==> src/char_sync_pkg.sv <==
// Shared types and constants for the character sync receiver.
// Assumes a core clock far faster than the sampled line clock.
package char_sync_pkg;

    // ----------------------------------------------------------------
    // Framing modes
    // ----------------------------------------------------------------
    typedef enum logic [2:0]
    {
        MODE_SYNC = 3'h0,
        MODE_MONO = 3'h1,
        MODE_ASYN1 = 3'h2,
        MODE_ASYN15 = 3'h3,
        MODE_ASYN2 = 3'h4
    } mode_type;

    // ----------------------------------------------------------------
    // Bit-rate selections
    // ----------------------------------------------------------------
    typedef enum logic [3:0]
    {
        RATE_LOW = 4'h0,
        RATE_16K = 4'h1,
        RATE_19K2 = 4'h2,
        RATE_48K = 4'h3,
        RATE_64K = 4'h4
    } rate_type;

    // ----------------------------------------------------------------
    // Receiver configuration, characters held in normal order and sense
    // ----------------------------------------------------------------
    localparam int CHAR_MAX = 9;
    localparam int STOP_COUNT = 4;
    localparam int ITB_INDEX = 3;
    localparam int SIX_BIT_LEN = 4'h6;
    localparam logic [8:0] IDLE_CHAR = 9'h1FF;
    localparam logic [3:0] RESET_CHAR_LEN = 4'h8;

    typedef struct packed {
        mode_type mode;
        rate_type rate;
        logic [3:0] char_len;
        logic msb_first;
        logic inverted;
        logic sync_on_idles;
        logic [8:0] sync_char;
        logic [8:0] start_char;
        logic [STOP_COUNT-1:0][8:0] stop_char;
        logic [STOP_COUNT-1:0] stop_enable;
        logic check_enable;
        logic [8:0] transparent_char;
        logic transparent_enable;
        logic [8:0] drop_char;
        logic drop_enable;
        logic never_drop;
        logic clock_from_dce;
    } config_type;

    // ----------------------------------------------------------------
    // Received character word
    // ----------------------------------------------------------------
    typedef struct packed {
        logic [8:0] value;
        logic in_check;
        logic end_block;
        logic itb;
    } char_word_type;

endpackage

==> src/char_skid_buffer.sv <==
// Two-entry buffer with valid/ready on both sides.
// Assumes source and sink share CORE_CLK.
`timescale 1ns/10ps
module char_skid_buffer
#(
    parameter int WIDTH = 12
)
(
    input wire logic clk, // Core clock
    input wire logic reset_n, // Async reset, active low
    input wire logic in_valid, // Word offered
    output logic in_ready, // Room for a word
    input wire logic [WIDTH-1:0] in_data, // Offered word
    output logic out_valid, // Word held
    input wire logic out_ready, // Sink takes word
    output logic [WIDTH-1:0] out_data // Held word
);

    typedef struct packed {
        logic [1:0][WIDTH-1:0] slot;
        logic [1:0] count;
    } state_type;

    state_type state;
    state_type next_state;

    // ----------------------------------------------------------------
    // Shift on pop, append on push
    // ----------------------------------------------------------------
    always_comb
    begin
        logic push;
        logic pop;
        next_state = state;
        push = in_valid && (state.count != 2'h2);
        pop = out_ready && (state.count != 2'h0);
        if (pop)
        begin
            next_state.slot[0] = state.slot[1];
        end
        if (push)
        begin
            if (pop)
                next_state.slot[state.count - 2'h1] = in_data;
            else
                next_state.slot[state.count[0]] = in_data;
        end
        next_state.count = state.count + {1'b0, push} - {1'b0, pop};
    end

    // Register the whole state
    always_ff @(posedge clk or negedge reset_n)
    begin
        if (!reset_n)
            state <= '0;
        else
            state <= next_state;
    end

    assign in_ready = (state.count != 2'h2);
    assign out_valid = (state.count != 2'h0);
    assign out_data = state.slot[0];

endmodule

==> src/char_protocol_sync_receiver.sv <==
// Character-oriented serial line receiver: hunt, frame, bound check span.
// Assumes configuration ports are held steady while the line is watched.
//
// Summary of operation
// - Default LSB first, data not inverted
// - Bit order and sense applied to line
// - Stored characters converted before any compare
// - Check span after start, includes stop
// - Fourth stop character marks intermediate block
// - First three stops drop sync; ITB not
// - Six-bit code: stop bit 6 flips ITB status
// - Transparent character makes stop and start plain data; drop still acts
// - Sync, monosync, async with stop choices
// - Async checks only one stop bit
// - Two syncs, or one in monosync
// - Drop sync stops storing, resumes hunt
// - Bit clock from DTE or DCE side
// - Sync settings ignored in async modes
// - Async refuses 16K and 48K rates
// - Reset comes up in synchronous mode
// - Configured parity bit compared exactly
// - Sync on idles uses all-ones character
// - Never-drop setting keeps sync, stores idles
`timescale 1ns/10ps
module char_protocol_sync_receiver
(
    input wire logic CORE_CLK, // Core clock, 250 MHz
    input wire logic RESET_N, // Async reset, active low
    input wire logic LINE_DATA, // Monitored data line
    input wire logic DTE_CLOCK, // Line clock from DTE side
    input wire logic DCE_CLOCK, // Line clock from DCE side
    input wire char_sync_pkg::config_type CONFIG, // Receiver settings
    input wire logic CONFIG_LOAD, // Reset to defaults when high
    output char_sync_pkg::char_word_type CHAR_DATA, // Received char
    output logic CHAR_VALID, // Char available
    input wire logic CHAR_READY, // Sink takes char
    output logic IN_SYNC, // Framing achieved
    output logic RATE_REFUSED, // Bad rate for async
    output logic STOP_ERROR // Async stop bit low
);

    // ----------------------------------------------------------------
    // State
    // ----------------------------------------------------------------
    typedef enum logic [1:0]
    {
        HUNT = 2'h0,
        SECOND = 2'h1,
        FRAMED = 2'h2,
        ASYNC = 2'h3
    } phase_type;

    typedef struct packed {
        logic [1:0] data_sync;
        logic [1:0] dte_sync;
        logic [1:0] dce_sync;
        logic last_clock;
        phase_type phase;
        logic [8:0] shift;
        logic [3:0] bit_count;
        logic in_check;
        logic transparent;
        logic drop_pending;
        logic async_busy;
        logic word_valid;
        char_sync_pkg::char_word_type word;
        char_sync_pkg::config_type cfg;
        logic in_sync;
        logic rate_refused;
        logic stop_error;
    } state_type;

    state_type state;
    state_type next_state;
    logic buffer_ready;
    logic buffer_valid;
    char_sync_pkg::char_word_type buffer_data;

    // ----------------------------------------------------------------
    // Helpers
    // ----------------------------------------------------------------
    // Map a normal-order character to what the shifter holds
    function automatic logic [8:0] to_line(input logic [8:0] value,
        input logic [3:0] len, input logic msb_first, input logic inv);
        logic [8:0] out;
        out = '0;
        for (int i = 0; i < char_sync_pkg::CHAR_MAX; i++)
        begin
            if (i < int'(len))
                out[i] = msb_first ? value[int'(len) - 1 - i] : value[i];
        end
        if (inv)
            out = out ^ ((9'h001 << len) - 9'h001);
        return out;
    endfunction

    // Mask to the configured character length
    function automatic logic [8:0] len_mask(input logic [3:0] len);
        return (9'h001 << len) - 9'h001;
    endfunction

    // ----------------------------------------------------------------
    // Next-state logic
    // ----------------------------------------------------------------
    always_comb
    begin
        logic clock_now;
        logic rise;
        logic bit_in;
        logic [8:0] mask;
        logic [8:0] window;
        logic [8:0] sync_line;
        logic sync_match;
        logic is_async;
        logic char_done;
        logic [8:0] value;
        logic is_stop;
        logic is_itb;
        logic drop_now;
        logic [3:0] len;
        clock_now = 1'b0;
        rise = 1'b0;
        bit_in = 1'b0;
        mask = '0;
        window = '0;
        sync_line = '0;
        sync_match = 1'b0;
        is_async = 1'b0;
        char_done = 1'b0;
        value = '0;
        is_stop = 1'b0;
        is_itb = 1'b0;
        drop_now = 1'b0;
        len = '0;
        next_state = state;

        // Two-flop synchronisers on the line data and both line clock pins
        next_state.data_sync = {state.data_sync[0], LINE_DATA};
        next_state.dte_sync = {state.dte_sync[0], DTE_CLOCK};
        next_state.dce_sync = {state.dce_sync[0], DCE_CLOCK};

        // Load settings; a load pulse restores defaults
        if (CONFIG_LOAD)
        begin
            next_state.cfg = '0;
            next_state.cfg.mode = char_sync_pkg::MODE_SYNC;
            next_state.cfg.char_len = char_sync_pkg::RESET_CHAR_LEN;
        end
        else
        begin
            next_state.cfg = CONFIG;
        end

        len = state.cfg.char_len;
        mask = len_mask(len);
        is_async = (state.cfg.mode != char_sync_pkg::MODE_SYNC) &&
            (state.cfg.mode != char_sync_pkg::MODE_MONO);
        // Async has no 16K or 48K, so such a setting idles the receiver
        next_state.rate_refused = is_async &&
            ((state.cfg.rate == char_sync_pkg::RATE_16K) ||
            (state.cfg.rate == char_sync_pkg::RATE_48K));

        // Clock source choice and edge find on the settled copy
        clock_now = state.cfg.clock_from_dce ? state.dce_sync[1] :
            state.dte_sync[1];
        next_state.last_clock = clock_now;
        rise = clock_now && !state.last_clock;
        bit_in = state.data_sync[1] ^ state.cfg.inverted;

        // Sync characters in line order, raw parity bit kept as set
        sync_line = state.cfg.sync_on_idles ? (char_sync_pkg::IDLE_CHAR &
            mask) : to_line(state.cfg.sync_char, len, state.cfg.msb_first,
            1'b0);

        if (state.word_valid && buffer_ready)
            next_state.word_valid = 1'b0;

        if (state.rate_refused)
        begin
            next_state.phase = char_sync_pkg::MODE_SYNC == state.cfg.mode
                ? HUNT : ASYNC;
            next_state.async_busy = 1'b0;
        end
        else if (is_async != (state.phase == ASYNC))
        begin
            // Change between async and sync framing reframes at once, no line clock needed
            next_state.phase = is_async ? ASYNC : HUNT;
            next_state.async_busy = 1'b0;
        end
        else if (rise)
        begin
            // New bit enters at the top so first bit ends lowest
            window = ({bit_in, state.shift[8:1]} >>
                (4'h9 - len)) & mask;
            next_state.shift = {bit_in, state.shift[8:1]};
            next_state.bit_count = state.bit_count + 4'h1;
            sync_match = (window == sync_line);
            unique case (state.phase)
                HUNT:
                begin
                    // Slide one bit per edge until a boundary is found
                    if (sync_match)
                    begin
                        next_state.bit_count = '0;
                        next_state.phase =
                            (state.cfg.mode == char_sync_pkg::MODE_MONO)
                            ? FRAMED : SECOND;
                    end
                end
                SECOND:
                begin
                    if (state.bit_count + 4'h1 == len)
                    begin
                        next_state.bit_count = '0;
                        next_state.phase = sync_match ? FRAMED : HUNT;
                    end
                end
                FRAMED:
                begin
                    if (state.bit_count + 4'h1 == len)
                    begin
                        next_state.bit_count = '0;
                        char_done = 1'b1;
                        value = window;
                    end
                end
                ASYNC:
                begin
                    // Start bit low, then len data bits, one stop bit
                    if (!state.async_busy)
                    begin
                        if (!state.data_sync[1])
                        begin
                            next_state.async_busy = 1'b1;
                            next_state.bit_count = '0;
                        end
                    end
                    else if (state.bit_count == len)
                    begin
                        // Only this stop bit is checked; extra ones idle
                        next_state.stop_error = !state.data_sync[1];
                        next_state.async_busy = 1'b0;
                        char_done = 1'b1;
                        value = (state.shift >> (4'h9 - len)) & mask;
                    end
                end
            endcase
        end

        // Character handling in framed or async modes
        if (char_done)
        begin
            for (int i = 0; i < char_sync_pkg::STOP_COUNT; i++)
            begin
                if (state.cfg.stop_enable[i] && (value == to_line(
                    state.cfg.stop_char[i], len, state.cfg.msb_first,
                    1'b0)))
                begin
                    is_stop = 1'b1;
                    // Fourth entry is the intermediate block end
                    is_itb = (i == char_sync_pkg::ITB_INDEX);
                    if ((len == char_sync_pkg::SIX_BIT_LEN[3:0]) &&
                        state.cfg.stop_char[i][len])
                        is_itb = !is_itb;
                end
            end
            // Transparent field turns stop and start characters into data; drop still acts
            if (!is_async && state.cfg.transparent_enable &&
                (value == to_line(state.cfg.transparent_char, len,
                state.cfg.msb_first, 1'b0)))
                next_state.transparent = !state.transparent;
            if (state.transparent && !is_async)
                is_stop = 1'b0;

            next_state.word.value = to_line(value, len,
                state.cfg.msb_first, 1'b0);
            next_state.word.in_check = state.in_check;
            next_state.word.end_block = 1'b0;
            next_state.word.itb = 1'b0;
            if (is_stop)
            begin
                // Stop keeps its span flag; any stop ends a block
                next_state.word.end_block = 1'b1;
                next_state.word.itb = is_itb;
                next_state.in_check = 1'b0;
                drop_now = !is_itb;
            end
            else if (state.cfg.check_enable && !state.transparent &&
                (value == to_line(state.cfg.start_char, len,
                state.cfg.msb_first, 1'b0)))
            begin
                // Start char itself is left out of the span
                next_state.in_check = 1'b1;
                next_state.word.in_check = 1'b0;
            end
            if (!is_async && state.cfg.drop_enable &&
                (value == to_line(state.cfg.drop_char, len,
                state.cfg.msb_first, 1'b0)))
                drop_now = 1'b1;
            if (is_async || state.cfg.never_drop)
                drop_now = 1'b0;
            next_state.word_valid = 1'b1;
            if (drop_now)
            begin
                // Hunt again and store nothing further
                next_state.phase = HUNT;
                next_state.in_check = 1'b0;
                next_state.transparent = 1'b0;
            end
        end

        next_state.in_sync = (next_state.phase == FRAMED) ||
            (next_state.phase == ASYNC);
    end

    // ----------------------------------------------------------------
    // State register; reset leaves synchronous mode, LSB, normal sense
    // ----------------------------------------------------------------
    always_ff @(posedge CORE_CLK or negedge RESET_N)
    begin
        if (!RESET_N)
        begin
            state <= '0;
            state.cfg.char_len <= char_sync_pkg::RESET_CHAR_LEN;
        end
        else
        begin
            state <= next_state;
        end
    end

    // ----------------------------------------------------------------
    // Output buffer keeps words through sink stalls
    // ----------------------------------------------------------------
    char_skid_buffer
    #(
        .WIDTH($bits(char_sync_pkg::char_word_type))
    )
    buffer
    (
        .clk(CORE_CLK),
        .reset_n(RESET_N),
        .in_valid(state.word_valid),
        .in_ready(buffer_ready),
        .in_data(state.word),
        .out_valid(buffer_valid),
        .out_ready(CHAR_READY),
        .out_data(buffer_data)
    );

    assign CHAR_DATA = buffer_data;
    assign CHAR_VALID = buffer_valid;
    assign IN_SYNC = state.in_sync;
    assign RATE_REFUSED = state.rate_refused;
    assign STOP_ERROR = state.stop_error;

endmodule

==> config.mk <==
export PLATFORM = sky130hd
export DESIGN_NAME = char_protocol_sync_receiver
export DESIGN_NICKNAME = d
export VERILOG_FILES = /design/src/char_sync_pkg.sv /design/src/char_skid_buffer.sv /design/src/char_protocol_sync_receiver.sv
export SDC_FILE = /design/constraint.sdc
export NUM_CORES = 1
export LEC_CHECK = 0
export BUFFER_PORTS_ARGS = -buffer_cell sky130_fd_sc_hd__buf_2
export CELL_PAD_IN_SITES_DETAIL_PLACEMENT = 0
export CELL_PAD_IN_SITES_GLOBAL_PLACEMENT = 1
export CORE_MARGIN = 2
export CORE_UTILIZATION = 43
export CTS_CLUSTER_DIAMETER = 60
export DETAILED_ROUTE_END_ITERATION = 12
export PLACE_DENSITY = 0.83
export SLEW_MARGIN = 5
export SYNTH_ARGS = -nofsm -noshare
export SYNTH_HDL_FRONTEND = slang
export SYNTH_SLANG_ARGS = --single-unit
==> constraint.sdc <==
create_clock -name CORE_CLK -period 6.3 [get_ports CORE_CLK]
set_input_delay 0.315 -clock CORE_CLK [delete_from_list [all_inputs] [get_ports CORE_CLK]]
set_output_delay 0.315 -clock CORE_CLK [all_outputs]
set_load 0.02 [all_outputs]
-- Word level (Yosys, flattened, before mapping)
Index checks and enable logic that the tools add are counted.
- output and inout port bits: 16
- logic and storage cells: 717
- bits in registers: 162
- $add $sub $neg: 15
- mux-type cells: 563
- bitwise gates (word level): 5
- shifts and indexed selects: 3
- equal/unequal tests: 22
- magnitude comparators: 23
- reduce and logical (&&, ||, !) cells: 45
- operators by type and width (operator ; count):
    $mux 1 ; 439
    $bmux 1 s4 ; 85
    $lt 32x6->1 const B ; 7
    $mux 95 ; 1
    $eq 9x9->1 ; 8
    $mux 9 ; 7
    $bwmux 24 ; 2
    $mux 12 ; 4
    $demux 12 s1 ; 2
    $mux 2 ; 12
    $mux 24 ; 1
    $sub 5x4->6 const B ; 4
    $logic_and 1x1->1 ; 22
    $and 9x9->9 ; 2
    $pmux 9 s2 ; 1
    $shr 9x4->9 ; 2
    $lt 3x4->1 const A ; 4
    $mux 4 ; 4
    $mux 15 ; 1
    $mux 13 ; 1
    $pmux 4 s3 ; 1
    $reduce_bool 3->1 ; 4
    $sub 5x3->6 const B ; 2
    $shl 1x4->9 const A ; 1
    other kinds (42) ; 59

-- Depth between registers and ports, before layout
Gate-level depths: netlist (run 1).
- depth in word-level cells: 25
- mapped depth: 22

-- Cells and area by module
Synthesis (run 1) repeated with hierarchy kept, for this count alone.
- cell total of the unflattened synthesis: 1564
- area, all modules: 13974.7 um^2
- by module, submodules not included (module ; area each (um^2) ; seq. area each (um^2) ; cells an instance ; instances):
    char_protocol_sync_receiver ; 12565.8 ; 3379.5 ; 1466 ; 1
    char_skid_buffer ; 1408.9 ; 650.6 ; 98 ; 1

-- Worst setup path after synthesis (run 1)
OpenSTA, ideal clock, no wires.
- path kind: register -> register
- start: reg state[87] (netlist bit)
- end: reg state[113] (netlist bit)
- required time: 6.159 ns
- slack: 0.458 ns
- period minus slack after synthesis: 5.842 ns
- arrival time: 5.701 ns
- cell stages (with the launch flop): 22
- cells stage by stage: dfrtp_1 -> buf_2 -> inv_2 -> buf_2 -> buf_1 -> ha_1 -> xor2_1 -> inv_2 -> clkbuf_1 -> buf_1 -> ha_1 -> nand2b_1 -> mux2_2 -> a211oi_2 -> mux2_1 -> a211oi_1 -> xnor2_1 -> or2_2 -> or4_1 -> a311o_1 -> a31oi_2 -> nor3_1
- cells in the longest elaborated chain, start to end: 23
- elaborated cells on any way between the ends: 413
- RTL lines (what ; line ; RTL):
    from (decl) ; char_protocol_sync_receiver.sv:73 ; state_type state;
    from (signal assigned) ; char_protocol_sync_receiver.sv:328 ; state <= next_state;
    branches (longest 23 deep; another with $sub 5x2->6) ; - ;
Parallel ways; which one is timed is not known. The select of a mux whose other input is x is not followed.
A chain may end at the register's enable or synchronous reset.

==> results of run 1 <==
flip-flops by register name, indices dropped and copies added, names as in the netlist:
signal,cells
next_state,3
STOP_ERROR,1
buffer.out_data,12
state,129
buffer.state,14
IN_SYNC,1
RATE_REFUSED,1
routing by layer:
metal  share of wire (%)  routed length, um  vias up
met5                   0                  0        -
met4                 6.3               3370        0
met3                 9.6               5080      185
met2                  44              23300      774
met1                  40              21300     6578
li1                    -                  -     5953
critical path: stages, from the launching register on:
cell                       delay, ps
sky130_fd_sc_hd__dfrtp_1         380
sky130_fd_sc_hd__inv_1           490
sky130_fd_sc_hd__ha_4            570
sky130_fd_sc_hd__inv_2           290
sky130_fd_sc_hd__ha_1            390
sky130_fd_sc_hd__xnor3_1         920
sky130_fd_sc_hd__mux2i_1         190
sky130_fd_sc_hd__o21ai_0         420
sky130_fd_sc_hd__xnor2_1         110
sky130_fd_sc_hd__a211oi_1        260
sky130_fd_sc_hd__nand4_1         210
sky130_fd_sc_hd__or2_1           270
sky130_fd_sc_hd__or3b_1          450
sky130_fd_sc_hd__a31oi_2         320
sky130_fd_sc_hd__a211oi_1         90
stage by stage:
step                      hold slack, ps  setup slack (ps)  cells  instance area, um2  power [mW]
after detailed placement             336               984   2066               14900        2.63
final                               52.7               815   2102               15600        3.73
after global routing                35.2               631   2102               15600        3.90
after global placement               334              1040   2066               14900        2.61
after floorplan                     19.4               458   1591               14000        2.20
after CTS                           38.5               945   2102               15600        3.71
cells by family after synthesis:
family	after synthesis	share of synthesized area, %
AND/OR/NAND/NOR	604	22.2
buffers and inverters	169	5.41
multiplexers	194	18.2
AO/OA/AOI/OAI	363	17.9
flip-flops	161	28.8
adder cells (fa/ha/maj)	22	1.97
XOR/XNOR	78	5.44
layout by cell type (no fill, tap or decap), drive strengths merged, types with 12 or more instances in the layout:
master / Yosys / final
mux2i: 91 / 91
o211ai: 12 / 12
clkbuf: 66 / 22
xnor2: 48 / 48
o21ai: 90 / 90
nand4: 22 / 22
inv: 34 / 37
nor2: 90 / 90
a21oi: 60 / 60
nand3: 62 / 62
nand2b: 13 / 13
nor3: 41 / 41
a211oi: 26 / 26
mux4: 42 / 42
a31oi: 23 / 23
and3: 12 / 12
ha: 22 / 22
nand2: 174 / 174
nor4: 15 / 15
xor2: 25 / 25
buf: 69 / 168
dfrtp: 160 / 160
nor2b: 110 / 110
mux2: 61 / 61
path summary, 6_finish.rpt:
check	from	to	slack, ps	depth (start not counted)
setup reg to reg	state[88]	state[129]	810	14
min in group asynchronous	RESET_N	state[46]	510	2
setup / recovery	state[88]	state[129]	810	14
hold reg to reg	next_state[134]	state[134]	350	0
max in group asynchronous	RESET_N	state[87]	4410	3
hold / removal	CONFIG[87]	state[90]	50	2
timing repair:
item | in CTS | in global routing
hold buffers | 4 | 0
hold endpoints to repair | 84 | 0
gates resized for setup | 0 | 0
power by group through the flow:
stage / Sequential (mW) / Combinational (mW) / Clock [mW]
after floorplan: 1.23 / 0.965 / 0
after global placement: 1.28 / 1.33 / 0
after detailed placement: 1.28 / 1.35 / 0
after CTS: 1.26 / 1.36 / 1.09
after global routing: 1.28 / 1.49 / 1.13
final: 1.27 / 1.39 / 1.07
layout make-up:
type / instances / area, um2
fill: 3124 / 16700
multi-input combinational: 1261 / 9220
sequential: 161 / 4040
timing repair buffer: 172 / 1030
tap: 442 / 553
clock buffer: 22 / 474
inverter: 34 / 128
clock inverter: 10 / 124
==> impl_results.md, run 1 <==
- Insertion delay to the later sink of the worst-skew pair: around 460 ps
- Drt first pass iters: 6
- Endpoint kind of the worst setup timing path: flip-flop
- TritonCTS Sinks: 161
- Sum of net half-perimeters after detailed placement: around 38,000 um
- Highest attainable clock frequency: about 0.18 GHz
- Setup Viol. Count Final: 0
- P&R area growth vs syn: 11.4%
- GR met2 Demand/Resource: a little under half
- Row count: 66
- GRT Max-Usage Layer: met2
- Initial antenna violation count: 0
- Outcome: finished clean
- Net Count, Synth: roughly 1.7k
- Pin count of the biggest net entering global routing: 123
- Area of the mapped netlist: between 0.01 and 0.015 mm2
- Unrepaired setup endpoints after global routing: no
- Hold Crit Class: input pin to flip-flop
- Clock buffer count from CTS: 17
- Number of vias after detailed routing: around 13k
- Met3 track demand over resource in global routing: roughly 7.6%
- Overflow left after global routing: 0
- Routed WL per cell: between 20 and 30 um
- Seq cells post-synth: 161
- Number of enable-type register cells in the synthesized netlist: 0
- Core occupancy in the finished layout: around half
- Initial core utilization: 43.3%
- Max cap viols: 0
- Clock Pin Slew Worst Setup and Hold Paths: 60 ps
- Antenna diode instance count: 0
- Count of endpoints failing hold in the final timing report: 0
- Part of the total power dissipated in combinational logic: approximately 37%
- I/O pin count: around 120
- GPL Wtd Cong: 1.07
- Synth area leaders: sky130_fd_sc_hd__dfrtp_1, sky130_fd_sc_hd__mux4_2, sky130_fd_sc_hd__mux2i_1
- Worst slew margin relative to its limit: 23.3%
- Placeable core region: ~0.032 mm2
- DRC marker count from the first detailed-route iteration: about 1.4k
- Warnings from Yosys: 0
- Met1 usage in global routing: roughly two fifths
- Avg Inst Size Synth: just under 9 um2
- Proportion of total power due to net switching: 39.0%
- CP Class: flip-flop to flip-flop
- Overall routed net length: ~53,000 um
- Fin Clk Skew: 8.78 ps
- Proportion of synthesized flip-flops having asynchronous set or reset: 100%
- H-tree depth: 4
- Design internal power: about 2.3 mW
- Total routing usage reported by global routing: between 30% and 40%
- NumNets Final: ~1.8k
- Most frequent cell after synthesis: sky130_fd_sc_hd__nand2_1
- Number of standard cells after synthesis: around 1.6k
- Post-synth top area cell: sky130_fd_sc_hd__dfrtp_1
- Setup TNS: 0 ps
- Switching power summed over all nets: roughly 1.5 mW
- Number of distinct standard cells referenced by the synthesized netlist: slightly below 100
- Worst-Margin Slew: between 1000 and 1500 ps
- Arrival time worst endpoint: 5810 ps
- Ratio of cells with drive above 1 in the final layout: about 20%
- Routed Antenna Nets: 0
- Remaining routing DRC violations: 0
- Clock network fraction of design power: 28.6%
- Leakage power: 6.44 nW
- Buffers inserted by post-CTS timing repair: 0
- TritonCTS clock tree: yes
- Fraction of post-synthesis cell area in the top cell type by area: 28.7%
- Via count of the first global-routing pass: roughly 13k
- Horizontal extent of the die: between 150 and 200 um
- Main synth FF type: sky130_fd_sc_hd__dfrtp_1
- Clk Tree Root Cell: sky130_fd_sc_hd__clkbuf_16
- Data required time of the critical path: between 6000 and 7000 ps
- Number of pins with negative max-slew slack in the final report: 0
- Part of the cycle the worst path needs: between 80 and 90%
- Input/output buffers: between 100 and 150
- Synth cell count leaders: sky130_fd_sc_hd__nand2_1, sky130_fd_sc_hd__dfrtp_1, sky130_fd_sc_hd__nor2b_1
- Portion of the post-synthesis area used by sequential elements: approximately 29%
- Detailed-route vias per instance: ~6.4
- Final Critical Period: 5490 ps
- Peak ir drop on the vdd network: between 200 and 250 uV
- Y dimension of the die: between 150 and 200 um
- Buffer depth of the longest clock path: 2
- Share of total power in sequential cells: between 30% and 40%
- Startpoint type of the worst setup path: flip-flop
- Cell area power density: 240 mW/mm2
- First-pass GRT wire length: about 80,000 um
- Largest fanout on the critical path: 35
- Total die area: 0.0340 mm2
Power figures use the tool's default switching activity.
==> inputs of run 2 (changes only) <==
--- a/config.mk
+++ b/config.mk
@@ -6,13 +6,11 @@
 export NUM_CORES = 1
 export LEC_CHECK = 0
 export BUFFER_PORTS_ARGS = -buffer_cell sky130_fd_sc_hd__buf_2
-export CELL_PAD_IN_SITES_DETAIL_PLACEMENT = 0
-export CELL_PAD_IN_SITES_GLOBAL_PLACEMENT = 1
 export CORE_MARGIN = 2
-export CORE_UTILIZATION = 43
+export CORE_UTILIZATION = 55
 export CTS_CLUSTER_DIAMETER = 60
 export DETAILED_ROUTE_END_ITERATION = 12
-export PLACE_DENSITY = 0.83
+export PLACE_DENSITY = 0.81
 export SLEW_MARGIN = 5
 export SYNTH_ARGS = -nofsm -noshare
 export SYNTH_HDL_FRONTEND = slang
==> impl_results.md, run 2 (same netlist as run 1, synthesis figures left out) <==
- Combined buffer and inverter count along the critical path: 3 (+1)
- Overall power consumption: 3.73 mW (about the same)
- Initial antenna violation count: 0 (unchanged)
- Overall routed net length: 51,700 um (-2.5%)
- CP Class: flip-flop to flip-flop
- Number of flip-flops under the largest register name: 129 (unchanged)
- Reg2Reg Depth: 17 (+3)
- Hold Crit Class: input pin to flip-flop
- DRC marker count from the first detailed-route iteration: 2,138 (+50%)
- Insertion delay to the later sink of the worst-skew pair: 440 ps (-20 ps)
- CTS hold repair buffers: 4 (unchanged)
- Core occupancy in the finished layout: 61.9% (+14 points)
- Total routing usage reported by global routing: 38.8% (+7.1 points)
- Input/output buffers: 116 (unchanged)
- Detailed-route vias per instance: 6.89 (+7.4%)
- Clock Pin Slew Worst Setup and Hold Paths: 80 ps (+20 ps)
- Unrepaired setup endpoints after global routing: no
- Worst slew margin relative to its limit: 19.9% (-3.5 points)
- Cell count of the worst hold path: 2 (unchanged)
- I/O pin count: 118 (unchanged)
- Max cap viols: 0 (unchanged)
- Slowest stage cell on the critical path: sky130_fd_sc_hd__or3b_2
- TritonCTS clock tree: yes
- Overflow left after global routing: 0 (unchanged)
- Clk Tree Root Cell: sky130_fd_sc_hd__clkbuf_16
- Largest fanout on the critical path: 20 (-43%)
- Endpoint of the worst-slack reg-to-reg timing path: state[128]
- Routed Antenna Nets: 0 (unchanged)
- Reg with most FFs: state
- First-pass GRT wire length: 77,700 um (-1.8%)
- Routed WL per cell: 25.9 um (+2.5%)
- Outcome: finished clean
- Number of vias after detailed routing: 13.8k (+2.2%)
- Fin Clk Skew: 15.7 ps (+6.95 ps)
- Buffers inserted by post-CTS timing repair: 0 (unchanged)
- Setup TNS: 0 ps (unchanged)
- Data required time of the critical path: 6600 ps (-30 ps)
- Startpoint type of the worst setup path: flip-flop
- Number of placed instances, taps included: 1,964 (-4.9%)
- Worst-Margin Slew: 1190 ps (+52.0 ps)
- Number of pins with negative max-slew slack in the final report: 0 (unchanged)
- Most frequent cells in the layout: sky130_fd_sc_hd__nand2_1, sky130_fd_sc_hd__dfrtp_1, sky130_fd_sc_hd__buf_2, sky130_fd_sc_hd__nor2b_1, sky130_fd_sc_hd__mux2i_1
- Setup Viol. Count Final: 0 (unchanged)
- Peak ir drop on the vdd network: 179 uV (-14%)
- Y dimension of the die: 163 um (-11%)
- Capture point of the worst path: state[128]
- Count of endpoints failing hold in the final timing report: 0 (unchanged)
- Pin count of the biggest net entering global routing: 123 (unchanged)
- Post-Place Cell Area: 0.0149 mm2 (-0.44%)
- Endpoint kind of the worst setup timing path: flip-flop
- GPL Wtd Cong: 1.06 (-0.68%)
- Remaining routing DRC violations: 0 (unchanged)
- Slack of the worst reg-to-reg path: 810 ps (about the same)
- Initial core utilization: 55.8% (+13 points)
- Critical R2R Launch: state[88]
- Worst path cell trace: inv_1, ha_1, xor2_2, inv_2, ha_1, or3b_2, mux2i_1, a211o_1, buf_4, nand2_1, o221ai_1, a2111o_1, nand3_1, or2_1, or3b_1, a31oi_2, nor3_1
- P&R area growth vs syn: 10.9%
- Top cell family by delay on the critical path: simple AND/OR/NAND/NOR gates
- Most common library cell in the layout ignoring fill and taps: sky130_fd_sc_hd__nand2_1
- Via count of the first global-routing pass: 13.0k (+2.7%)
- Final instance count without filler cells: 2,000 (-4.9%)
- NumNets Final: 1,781 (+0.56%)
- Part of the cycle the worst path needs: 87.2% (+0.12 points)
- H-tree depth: 4 (unchanged)
- Clock buffer count from CTS: 17 (unchanged)
- Cell area power density: 241 mW/mm2 (+0.58%)
- Worst setup path start: state[88]
- Most repeated library cell on the critical path: sky130_fd_sc_hd__ha_1
- Horizontal extent of the die: 163 um (-11%)
- Leakage power: 6.49 nW (+0.63%)
- Buffer depth of the longest clock path: 2 (unchanged)
- Drt first pass iters: 9 (+3)
- Highest attainable clock frequency: 0.182 GHz (-0.14%)
- Total die area: 0.0267 mm2 (-21%)
- Sum of net half-perimeters after detailed placement: 36,700 um (-3.6%)
- Number of gates resized after CTS: 0 (unchanged)
- Row count: 58 (-12%)
- Path length in cells of the critical path: 17 (+3)
- Antenna diode instance count: 0 (unchanged)
- TritonCTS Sinks: 161 (unchanged)
- Final Critical Period: 5490 ps (+7.65 ps)
- Total non-filler cell area in the finished layout: 0.0155 mm2 (-0.48%)
- Fillers: 2,168 (-31%)
- Highest cell delay on the worst timing path: 460 ps (-460 ps)
- Placeable core region: 0.0250 mm2 (-22%)
- Ratio of cells with drive above 1 in the final layout: 20.9% (+0.60 points)
- Arrival time worst endpoint: 5800 ps (about the same)
## run 2: cell types whose count changed in the layout (fill, tap and decap cells not counted), sizes merged
cell and delta:
buf +10, bufinv -2, clkbuf -5, clkinv +3, inv +4
## run 2: metal layers
layer  wire [um]  vias up  track usage (%)
met2       22000     1006             57.0
met5           0        -                0
met4        3740        0             24.3
met1       19600     6564             51.4
li1            -     5972                -
met3        6370      246             9.47
## run 2: through the flow
step                setup slack [ps]  hold WS [ps]
finish                           807          69.6
CTS                             1020          63.5
global route                     694          62.7
floorplan                        458          19.4
global placement                1170           334
detailed placement              1060           341
## run 2: worst register-to-register path, delay by kind of cell (launching register included)
kind | cells | cell delay, ps
xor gates and xnor gates | 1 | 230
muxes | 1 | 140
adders and majority gates | 2 | 680
AOI/OAI and AO/OA | 4 | 1320
DFF | 1 | 400
and+or+nand+nor | 6 | 1710
buffers and inverters | 3 | 880
## run 2: how the worst min path moves through the flow
stage	from	endpoint
4_1_cts	CONFIG[87]	state[90]
6_report	CONFIG[87]	state[90]
3_5_place_dp	next_state[136]	state[136]
3_3_place_gp	next_state[132]	state[132]
2_1_floorplan	RESET_N	IN_SYNC
5_1_grt	CONFIG[87]	state[90]
## run 2: cell type report
type	count	area (um2)	area share, %
clock inverters	15	169	1.09
well taps	330	413	2.67
multi-input cells	1261	9210	59.5
repair buffers	182	1100	7.13
clock buffers	17	425	2.75
inverters	34	128	0.824
flip-flops and latches	161	4040	26.1
## run 2: power by group
group / internal (mW) / switching, mW / total [mW]
Sequential: 1.13 / 0.130 / 1.26
Combinational: 0.531 / 0.880 / 1.41
Clock: 0.535 / 0.523 / 1.06
